**src/flash_protect_defs.vh**
```
// Constants for the flash block protection checker
// Operation
// - Two policy bits per 2-KB block, program-enable and read-enable, in four 32-bit pairs.
// - Program-enable one permits program and erase; zero leaves contents unaltered.
// - Read-enable one permits read and execute; zero allows only instruction fetch.
// - Both bits zero: execute-only, data read, program and erase refused.
// - Program one, read zero: program, erase, fetch allowed; data reads refused.
// - Program zero, read one: read-only, reads and fetch allowed, writes refused.
// - Both bits one: unprotected, every access kind accepted.
// - Data read of read-protected block is blocked and signals bus fault.
// - Refused program or erase is suppressed; interrupt only when access mask set.
// - Factory state reads every implemented policy bit as one.
// - Writes to policy registers only clear bits, never set them.
// - Uncommitted cleared bits restore on power-on reset only; here reset_in also sets every bit, committed ones too.
// - Commit through control register makes cleared policy bits permanent.
// - Processor data loads, including literal loads, obey read policy.
// - Debug disabled blocks debug-port access, boundary scan still works.
// - Committed debug disable can never be re-enabled; here reset_in reloads the debug word and re-enables debug.
// - Programming-complete flag sets when a program or erase finishes.
// - Access-violation flag sets on program or erase of protected block.
// - Masks gate flags to interrupt; raw flags always readable.
// - Writing one to masked clear register clears raw and masked flag.
// - Commit starts on key plus commit write; target address selects register; pollable.
// - Committed debug word change takes effect only after next power-on reset.
`ifndef FLASH_PROTECT_DEFS_VH
`define FLASH_PROTECT_DEFS_VH

`define FP_KEY 16'ha442
`define FP_CMD_WRITE 0
`define FP_CMD_ERASE 1
`define FP_CMD_MERASE 2
`define FP_CMD_COMMIT 3
`define FP_POLICY_RESET 32'hffffffff
`define FP_DBG_RESET 32'hfffffffe
`define FP_DBG_TARGET 32'h75100000
`define FP_DBG_LOW 0
`define FP_DBG_HIGH 1
`define FP_INT_ACCESS 0
`define FP_INT_PROG 1
`define FP_BLOCK_LSB 11
`define FP_COMMIT_TIME_NS 100
`define FP_CLK_PERIOD_NS 10

`endif

```
**src/flash_block_protection.v**
```verilog
// Flash block access checker with policy registers, debug lock and status flags
`include "flash_protect_defs.vh"
`default_nettype none

module flash_block_protection #(
  parameter ADDR_WIDTH = 18,
  parameter BANKS = 4
) (
  input wire ref_clk_in,
  input wire reset_in,
  input wire por_in,
  input wire access_valid_in,
  input wire [ADDR_WIDTH-1:0] access_addr_in,
  input wire access_fetch_in,
  input wire access_from_debug_in,
  input wire access_is_jtag_scan_in,
  output reg access_grant_out,
  output reg bus_fault_out,
  input wire [1:0] policy_wr_sel_in,
  input wire policy_wr_read_in,
  input wire policy_wr_prog_in,
  input wire [31:0] policy_wr_data_in,
  input wire [31:0] policy_rd_sel_in,
  output reg [31:0] read_enable_policy_out,
  output reg [31:0] program_enable_policy_out,
  input wire [31:0] target_address_reg_in,
  input wire [31:0] flash_data_in,
  input wire flash_control_wr_in,
  input wire [31:0] flash_control_reg_in,
  output reg [3:0] flash_control_busy_out,
  input wire flash_op_done_in,
  output reg flash_op_start_out,
  output reg [1:0] flash_op_kind_out,
  input wire [1:0] interrupt_mask_reg_in,
  input wire masked_status_clear_wr_in,
  input wire [1:0] masked_status_clear_reg_in,
  output reg [1:0] raw_int_status_out,
  output reg [1:0] masked_int_status_out,
  output reg flash_int_out,
  output reg debug_enabled_out,
  output reg [31:0] debug_lock_word_out
);

  // ****************************************************************
  // Timing
  // ****************************************************************
  localparam integer COMMIT_CYCLES_RAW = `FP_COMMIT_TIME_NS / `FP_CLK_PERIOD_NS;
  localparam integer COMMIT_CYCLES = (COMMIT_CYCLES_RAW < 1) ? 1 : COMMIT_CYCLES_RAW;

  localparam [2:0] ST_IDLE = 3'h1;
  localparam [2:0] ST_FLASH = 3'h2;
  localparam [2:0] ST_COMMIT = 3'h4;

  // ****************************************************************
  // Input synchroniser for the external power-on pin
  // ****************************************************************
  // Power-on restore comes from the supply monitor, outside this clock domain
  reg por_meta;
  reg por_sync;
  always @(posedge ref_clk_in or posedge reset_in) begin
    if (reset_in) begin
      por_meta <= 1'b0;
      por_sync <= 1'b0;
    end else begin
      por_meta <= por_in;
      por_sync <= por_meta;
    end
  end

  // ****************************************************************
  // Policy banks
  // ****************************************************************
  wire [32*BANKS-1:0] read_live;
  wire [32*BANKS-1:0] prog_live;
  wire [32*BANKS-1:0] read_stored;
  wire [32*BANKS-1:0] prog_stored;
  reg [BANKS-1:0] commit_read;
  reg [BANKS-1:0] commit_prog;

  // Bank g holds blocks 32g to 32g+31, so policy bit n guards block n
  genvar g;
  generate
    for (g = 0; g < BANKS; g = g + 1) begin : bank
      policy_bank #(.WIDTH(32)) read_bank (
        .ref_clk_in(ref_clk_in),
        .reset_in(reset_in),
        .por_in(por_sync),
        .wr_in(policy_wr_read_in && (policy_wr_sel_in == g)),
        .wr_data_in(policy_wr_data_in),
        .commit_in(commit_read[g]),
        .live_out(read_live[32*g +: 32]),
        .stored_out(read_stored[32*g +: 32])
      );
      policy_bank #(.WIDTH(32)) prog_bank (
        .ref_clk_in(ref_clk_in),
        .reset_in(reset_in),
        .por_in(por_sync),
        .wr_in(policy_wr_prog_in && (policy_wr_sel_in == g)),
        .wr_data_in(policy_wr_data_in),
        .commit_in(commit_prog[g]),
        .live_out(prog_live[32*g +: 32]),
        .stored_out(prog_stored[32*g +: 32])
      );
    end
  endgenerate

  reg [31:0] next_read_view;
  reg [31:0] next_prog_view;

  // Read-back shows the live copy, so trial clears can be checked before a commit
  always @* begin
    next_read_view = read_live[32*policy_rd_sel_in[1:0] +: 32];
    next_prog_view = prog_live[32*policy_rd_sel_in[1:0] +: 32];
  end

  always @(posedge ref_clk_in or posedge reset_in) begin
    if (reset_in) begin
      read_enable_policy_out <= `FP_POLICY_RESET;
      program_enable_policy_out <= `FP_POLICY_RESET;
    end else begin
      read_enable_policy_out <= next_read_view;
      program_enable_policy_out <= next_prog_view;
    end
  end

  // ****************************************************************
  // Per-block lookup
  // ****************************************************************
  wire [6:0] block_index = access_addr_in[`FP_BLOCK_LSB +: 7];
  wire block_read_ok = read_live[block_index];
  wire [6:0] target_block = target_address_reg_in[`FP_BLOCK_LSB +: 7];
  wire target_prog_ok = prog_live[target_block];

  // ****************************************************************
  // Debug lock word
  // ****************************************************************
  reg [31:0] debug_stored;
  reg [31:0] debug_pending;
  // Only the high-set, low-clear pattern keeps debug on; every other pattern locks it
  wire debug_on = debug_lock_word_out[`FP_DBG_HIGH] & ~debug_lock_word_out[`FP_DBG_LOW];

  // ****************************************************************
  // Access check
  // ****************************************************************
  reg next_grant;
  reg next_fault;

  // Debug-port traffic is judged first so a locked port cannot probe the policies
  always @* begin
    next_grant = 1'b0;
    next_fault = 1'b0;
    if (access_valid_in) begin
      if (access_from_debug_in && !debug_on && !access_is_jtag_scan_in) begin
        next_fault = 1'b1;
      end else if (access_fetch_in) begin
        next_grant = 1'b1;
      end else if (block_read_ok) begin
        next_grant = 1'b1;
      end else begin
        next_fault = 1'b1;
      end
    end
  end

  always @(posedge ref_clk_in or posedge reset_in) begin
    if (reset_in) begin
      access_grant_out <= 1'b0;
      bus_fault_out <= 1'b0;
      debug_enabled_out <= 1'b1;
    end else begin
      debug_enabled_out <= debug_on;
      access_grant_out <= next_grant;
      bus_fault_out <= next_fault;
    end
  end

  // ****************************************************************
  // Commit target decode
  // ****************************************************************
  reg commit_to_debug;
  reg commit_to_policy;
  reg commit_to_prog;
  reg [1:0] commit_bank;

  always @* begin
    commit_to_debug = 1'b0;
    commit_to_policy = 1'b0;
    commit_to_prog = target_address_reg_in[0];
    commit_bank = target_address_reg_in[2:1];
    if (target_address_reg_in == `FP_DBG_TARGET) begin
      commit_to_debug = 1'b1;
    end else if (target_address_reg_in[31:3] == 29'h0) begin
      // Any other target commits nothing rather than guess at a register
      commit_to_policy = 1'b1;
    end
  end

  // ****************************************************************
  // Control sequencer
  // ****************************************************************
  reg [2:0] state;
  reg [7:0] commit_count;
  reg violation_event;
  reg done_event;
  wire key_ok = (flash_control_reg_in[31:16] == `FP_KEY);
  wire [3:0] cmd = flash_control_reg_in[3:0];
  // A wrong key, or a request while busy, is dropped with no status at all
  wire cmd_accepted = flash_control_wr_in && key_ok;

  always @(posedge ref_clk_in or posedge reset_in) begin
    if (reset_in) begin
      state <= ST_IDLE;
      commit_count <= 8'h00;
      flash_control_busy_out <= 4'h0;
      flash_op_start_out <= 1'b0;
      flash_op_kind_out <= 2'h0;
      violation_event <= 1'b0;
      done_event <= 1'b0;
      commit_read <= {BANKS{1'b0}};
      commit_prog <= {BANKS{1'b0}};
      debug_pending <= `FP_DBG_RESET;
    end else begin
      flash_op_start_out <= 1'b0;
      violation_event <= 1'b0;
      done_event <= 1'b0;
      commit_read <= {BANKS{1'b0}};
      commit_prog <= {BANKS{1'b0}};
      case (state)
        ST_IDLE: begin
          if (cmd_accepted) begin
            if (cmd[`FP_CMD_COMMIT]) begin
              state <= ST_COMMIT;
              commit_count <= COMMIT_CYCLES[7:0];
              flash_control_busy_out <= 4'h8;
              if (commit_to_debug) begin
                debug_pending <= debug_pending & flash_data_in;
              end else if (commit_to_policy) begin
                if (commit_to_prog) begin
                  commit_prog[commit_bank] <= 1'b1;
                end else begin
                  commit_read[commit_bank] <= 1'b1;
                end
              end
            end else if (cmd[`FP_CMD_MERASE]) begin
              if (&prog_live) begin
                state <= ST_FLASH;
                flash_op_start_out <= 1'b1;
                flash_op_kind_out <= 2'h2;
                flash_control_busy_out <= 4'h4;
              end else begin
                violation_event <= 1'b1;
              end
            end else if (cmd[`FP_CMD_WRITE] || cmd[`FP_CMD_ERASE]) begin
              if (target_prog_ok) begin
                state <= ST_FLASH;
                flash_op_start_out <= 1'b1;
                flash_op_kind_out <= cmd[`FP_CMD_WRITE] ? 2'h0 : 2'h1;
                flash_control_busy_out <= cmd[`FP_CMD_WRITE] ? 4'h1 : 4'h2;
              end else begin
                violation_event <= 1'b1;
              end
            end
          end
        end
        ST_FLASH: begin
          if (flash_op_done_in) begin
            state <= ST_IDLE;
            flash_control_busy_out <= 4'h0;
            done_event <= 1'b1;
          end
        end
        ST_COMMIT: begin
          if (commit_count <= 8'h01) begin
            state <= ST_IDLE;
            flash_control_busy_out <= 4'h0;
          end else begin
            commit_count <= commit_count - 8'h01;
          end
        end
        default: begin
          state <= ST_IDLE;
        end
      endcase
    end
  end

  // ****************************************************************
  // Debug word storage
  // ****************************************************************
  always @(posedge ref_clk_in or posedge reset_in) begin
    if (reset_in) begin
      debug_stored <= `FP_DBG_RESET;
      debug_lock_word_out <= `FP_DBG_RESET;
    end else begin
      // Folding the pending word in every cycle keeps the stored copy one-way
      // clear-only; only reset_in restores it
      debug_stored <= debug_stored & debug_pending;
      if (por_sync) begin
        debug_lock_word_out <= debug_stored & debug_pending;
      end
    end
  end

  // ****************************************************************
  // Status flags
  // ****************************************************************
  wire [1:0] events = {done_event, violation_event};
  wire [1:0] clears = masked_status_clear_wr_in ? masked_status_clear_reg_in : 2'h0;
  reg [1:0] next_raw;

  // Set beats clear in one cycle, so an event never slips past a clear
  always @* begin
    next_raw = (raw_int_status_out & ~clears) | events;
  end

  always @(posedge ref_clk_in or posedge reset_in) begin
    if (reset_in) begin
      raw_int_status_out <= 2'h0;
      masked_int_status_out <= 2'h0;
      flash_int_out <= 1'b0;
    end else begin
      raw_int_status_out <= next_raw;
      masked_int_status_out <= next_raw & interrupt_mask_reg_in;
      flash_int_out <= |(next_raw & interrupt_mask_reg_in);
    end
  end

endmodule

`default_nettype wire

```
**src/policy_bank.v**
```verilog
// One 32-bit policy register with clear-only writes, commit and power-on restore
`default_nettype none

module policy_bank #(
  parameter WIDTH = 32
) (
  input wire ref_clk_in,
  input wire reset_in,
  input wire por_in,
  input wire wr_in,
  input wire [WIDTH-1:0] wr_data_in,
  input wire commit_in,
  output reg [WIDTH-1:0] live_out,
  output reg [WIDTH-1:0] stored_out
);

  // Stored copy models the nonvolatile cells; a system reset sets both copies to all ones
  always @(posedge ref_clk_in or posedge reset_in) begin
    if (reset_in) begin
      live_out <= {WIDTH{1'b1}};
      stored_out <= {WIDTH{1'b1}};
    end else if (por_in) begin
      live_out <= stored_out;
    end else begin
      if (wr_in) begin
        live_out <= live_out & wr_data_in;
      end
      if (commit_in) begin
        stored_out <= stored_out & live_out;
      end
    end
  end

endmodule

`default_nettype wire

```
**config.mk**
```make
export PLATFORM = sky130hd
export DESIGN_NAME = flash_block_protection
export DESIGN_NICKNAME = d
export VERILOG_FILES = /design/src/flash_block_protection.v /design/src/policy_bank.v
export VERILOG_INCLUDE_DIRS = /design/src /design/src/src
export SDC_FILE = /design/constraint.sdc
export NUM_CORES = 1
export LEC_CHECK = 0
export ABC_AREA = 1
export BUFFER_PORTS_ARGS = -buffer_cell sky130_fd_sc_hd__clkbuf_2
export CAP_MARGIN = 20
export CELL_PAD_IN_SITES_DETAIL_PLACEMENT = 1
export CELL_PAD_IN_SITES_GLOBAL_PLACEMENT = 2
export CORE_UTILIZATION = 39
export DETAILED_ROUTE_END_ITERATION = 6
export PLACE_DENSITY_LB_ADDON = 0.1
export SLEW_MARGIN = 40
export SYNTH_ARGS = -nofsm -noshare
export SYNTH_HDL_FRONTEND = slang
export SYNTH_SLANG_ARGS = --single-unit
```
**constraint.sdc**
```tcl
create_clock -name ref_clk_in -period 54.3 [get_ports ref_clk_in]
set_clock_uncertainty 0.2 [all_clocks]
set_input_delay 10.86 -clock ref_clk_in [delete_from_list [all_inputs] [get_ports ref_clk_in]]
set_output_delay 10.86 -clock ref_clk_in [all_outputs]
set_load 0.02 [all_outputs]
```
After elaboration in Yosys (flattened, before gate mapping)
Index checks and enable logic that the tools add are counted.
- register bits after elaboration: 710
- input port bits: 196
- word-level logic and storage cells: 223
- $add $sub $neg: 1
- order comparisons: 5
- equality and inequality tests: 17
- shifts and indexed selects: 2
- mux-type cells: 90
- bitwise logic cells: 26
- reductions and logical operators: 44
- operator list (kind ; number):
    $and 32x32->32 ; 18
    $mux 32 ; 16
    $shiftx 128x8->32 ; 2
    $reduce_and 128->1 ; 1
    $mux 4 ; 20
    $eq 32x31->1 const B ; 1
    $mux 1 ; 31
    $logic_not 29->1 ; 1
    $mux 3 ; 8
    $mux 8 ; 3
    $reduce_bool 2->1 ; 11
    $eq 16x16->1 const B ; 1
    $lt 7x8->1 const B ; 2
    $pmux 8 s2 ; 1
    $reduce_and 2->1 ; 8
    $bmux 1 s7 ; 2
    $logic_and 1x1->1 ; 12
    $mux 2 ; 6
    $ne 4x4->1 const B ; 3
    $pmux 4 s3 ; 1
    $reduce_and 6->1 ; 2
    $ne 2x2->1 const B ; 5
    $pmux 3 s3 ; 1
    $le 8x1->1 const B ; 1
    22 further kinds ; 28

Depth between registers and ports, before layout
- depth in word-level cells: 10
- depth in mapped cells: 16

Hierarchy
A second synthesis with hierarchy kept.
- cells, all modules: 5329
- area total of the unflattened synthesis: 37579.8 µm²
- modules (own cells, without submodules) (module ; instances ; cells each ; area an instance (µm²) ; sequential area each (µm²)):
    policy_bank ; 8 ; 469 ; 3239.4 ; 1681.6
    flash_block_protection ; 1 ; 1577 ; 11664.9 ; 5153.7

Worst setup path after synthesis
OpenSTA, ideal clock, no wires.
- kind: input-to-reg
- start: in target_address_reg_in[13]
- end: reg flash_control_busy_out[0]
- library setup time: 117 ps
- arrival time: 12167 ps
- data required time: 53983 ps
- setup slack: 41816 ps
- cell stages on the path: 14
- buffers on the path: 2
- cell sequence: buf_2 -> inv_2 -> clkbuf_1 -> nand3_1 -> nand2_1 -> nand2_1 -> nand3_1 -> nand3_1 -> nand3_1 -> nand2_1 -> nand3_2 -> nand3_2 -> nand2_1 -> nand2_1
- word-level cells in the longest chain between the ends: 4
- RTL lines (what ; RTL line ; text):
    start: declaration ; flash_block_protection.v:26 ; input wire [31:0] target_address_reg_in,
    $bmux 1 s7 ; flash_block_protection.v:132 ; wire target_prog_ok = prog_live[target_block];
    $mux 1 (implied by the code) ; flash_block_protection.v:132 ;
    $ne 4x4->1 (no source line) ; - ;
    $reduce_and 7->1 (no source line) ; - ;
    end signal: assignment ; flash_block_protection.v:258 ; flash_control_busy_out <= cmd[`FP_CMD_WRITE] ? 4'h1 : 4'h2;
    end: declaration ; flash_block_protection.v:30 ; output reg [3:0] flash_control_busy_out,
No other way between the ends. The select of a mux whose other input is x is not followed.
A chain may end at the register's enable or synchronous reset.

Worst setup path after layout
- start: in target_address_reg_in[12]
- end: reg flash_control_busy_out[0]
The elaborated chain is that of the path after synthesis.

==> results.tsv <==
metric	value	unit
grt_overflow	0	
ant_nets	0	
clkLatencyLatePin	0.63	ns
status	finished, final reports clean	
yosysUniqueCellTypes	39	
io_pins	307	
grt_pass1_vias	28100	
cts_hold_buf	0	
cts-root-buf	clkbuf_16	
synth_fp_nets	3730	
critPathArrivalTime	13.90	ns
vias_per_cell	5.31	
avgSynthCellArea	8.86	um^2
dieArea	81400	um^2
r2r_cells	13	
multi_input_area	9530	um^2
setup_violations	0	
hold_viol_final	0	
worstMarginPinSlew	0.843	ns
synthCells	3532	
core_area	79300	um^2
ys_warn_count	0	
fillCellCount	9181	
htree_num_levels	3	
slew-limit-headroom	43.6	%
ir_drop	21.3	uV
clockPowerShare	47.6	%
internal-power	0.903	mW
end_kind	flop	
cts-buffers-inserted	80	
maxSlewViolCount	0	
wl_per_cell	22.0	um
cts_tree	done	
drive_gt1_share	30.8	%
ys_seq_area_share	59.4	%
ys_seq_elements	710	
rows	103	
fin_crit	13.58	ns
initial_core_util	39.5	%
chipWidth	285	um
pwr-share-comb	7.3	%
first_pass_iters	5	
place_ws	40.39	ns
nets	3919	
dpl.cell_count	4689	
fin_cells	4839	
max_freq	73.6	MHz
fin_setup_tns	0	ns
clk_path_buf_depth	3	
dp_hpwl	68.3	mm
cp.required	54.62	ns
finalWorstSetupSlack	40.72	ns
post_cts_resized	0	
gp_congestion	0.841	
synth_area	31300	um^2
holdCritPathClass	reg -> reg	
p_seq_share	45.0	%
final-seq-area	18600	um^2
hold_depth	0	
path_clk_slew	0.06	ns
drcViolationCount	0	
switchingPower	0.299	mW
grt_antenna_before_repair	7	
crit_fanout	36	
finalPower	1.20	mW
grt_max_degree	170	
clock_sinks	710	
placement.io_buffers	253	
power_density	33.0	nW/um^2
postCtsSetupRepairBufs	0	
layout-area-overhead-vs-synth	16.5	%
final_cell_mix	o21ai_0 (718), dfstp_2 (671), inv_1 (663)	
startpoint_type	primary input	
vias	25700	
final_common_cell	o21ai_0	
grt_pass1_wl	166	mm
routed_wl	106	mm
crit_type	in -> reg	
detail_route.iter0.violations	1244	
switching_share	24.9	%
rsz0062_at_grt	no	
fin_crit_sh	25.0	%
p_leak	14.4	nW
placed_cell_area	33600	um^2
finish.instance_area	36500	um^2
grt_usage	26.3	%
fp.dieH	285	um
max-cap-violations	0	
==> critical path, cell delays in order <==
cell	delay [ns]
clkbuf_2	0.09
buf_4	0.51
clkinv_2	0.77
nand3_1	0.29
nand3_1	0.18
nand2_1	0.19
nand2_1	0.07
nand3_1	0.07
nand3_1	0.10
nand3_1	0.09
nand2_1	0.17
nand3_2	0.19
nand3_2	0.13
nand2_1	0.09
nand2_1	0.05
==> flip-flops by register name (all words and copies together), names as in the netlist, 2 cells and up <==
| signal | cells |
|---|---|
| bank.prog_bank.live_out | 128 |
| bank.prog_bank.stored_out | 128 |
| bank.read_bank.live_out | 128 |
| bank.read_bank.stored_out | 128 |
| debug_lock_word_out | 32 |
| debug_pending | 32 |
| debug_stored | 32 |
| program_enable_policy_out | 32 |
| read_enable_policy_out | 32 |
| commit_count | 8 |
| commit_prog | 4 |
| commit_read | 4 |
| flash_control_busy_out | 4 |
| state | 3 |
| flash_op_kind_out | 2 |
| masked_int_status_out | 2 |
| raw_int_status_out | 2 |
==> synthesized netlist by cell type <==
library cell / count / area [um^2]
or2_1: 2 / 12.5
xnor2_1: 1 / 8.76
or2_0: 1 / 6.26
buf_2: 24 / 120
dfstp_2: 671 / 17600
nor3_1: 23 / 115
xor2_1: 3 / 26.3
nor2_1: 81 / 304
nand3_2: 3 / 30.0
o211ai_1: 3 / 22.5
a31oi_1: 2 / 12.5
o31ai_1: 1 / 7.51
nand3b_1: 1 / 7.51
nor3_4: 1 / 16.3
ha_1: 2 / 25.0
nand3_1: 160 / 801
or3b_2: 1 / 8.76
or2_4: 1 / 8.76
o21ai_0: 718 / 3590
nor4_1: 11 / 68.8
inv_1: 670 / 2510
nor2_2: 4 / 25.0
a21oi_1: 521 / 2610
nor3b_1: 2 / 15.0
inv_2: 8 / 30.0
buf_1: 1 / 3.75
o21ai_1: 2 / 10.0
clkbuf_1: 153 / 574
o2111ai_1: 1 / 8.76
dfrtp_1: 39 / 976
a21boi_0: 3 / 22.5
clkinv_2: 1 / 5.00
buf_4: 4 / 30.0
nand2_1: 377 / 1420
buf_6: 1 / 11.3
nor2_4: 1 / 11.3
nand4_1: 30 / 188
or2_2: 2 / 12.5
nor3_2: 2 / 20.0
==> cells by family (layout without fill, tap and decap cells) <==
kind of cell,after synthesis,count (layout),synth area share (%)
adder cells (fa/ha/maj),2,2,0.0799
other,0,2,0
XOR/XNOR,4,4,0.112
AO/OA/AOI/OAI,1251,1251,20.1
AND/OR/NAND/NOR,703,703,9.79
flip-flops,710,710,59.4
buffers and inverters,862,1117,10.5
==> worst paths after layout <==
path | start | to | slack [ns]
setup / recovery | target_address_reg_in[12] | flash_control_busy_out[0] | 40.72
hold / removal | por_meta | por_sync | 0.16
setup reg to reg | bank[2].prog_bank.live_out[2] | flash_control_busy_out[0] | 51.22
hold reg to reg | por_meta | por_sync | 0.16
max in group asynchronous | reset_in | debug_lock_word_out[0] | 41.95
min in group asynchronous | reset_in | por_meta | 10.17
==> metrics by stage <==
stage               utilization [%]  hold slack [ns]
global route                   46.0            0.168
CTS                            46.0            0.161
finish                         46.0            0.158
floorplan                         -            0.131
detailed placement             42.4            0.148
global placement               42.3            0.141
==> power by group through the flow <==
stage          combinational (mW)  clock, mW  sequential (mW)
6_report                   0.0881      0.573            0.542
5_1_grt                    0.0962      0.606            0.542
4_1_cts                    0.0894      0.586            0.542
3_5_place_dp               0.0892          0            0.549
3_3_place_gp               0.0869          0            0.549
2_1_floorplan              0.0435          0            0.553
==> final cells by class <==
type / instances / area share [%]
multi-input cells: 1960 / 26.1
inverters: 679 / 7.11
clock buffers: 122 / 6.81
well taps: 1050 / 3.60
clock inverters: 26 / 0.961
flip-flops and latches: 710 / 51.0
diodes: 2 / 0.0137
repair buffers: 290 / 4.35
==> per-layer routing <==
metal  vias up  part of all wire [%]  GRT usage [%]
met5         -                 0.021              0
met4         4                   2.8           8.22
met3       176                   3.6           3.30
met2       529                    50           45.0
met1     13200                    44           34.7
li1      11800                     -              -
No activity file was read; power rests on OpenSTA's default activity.
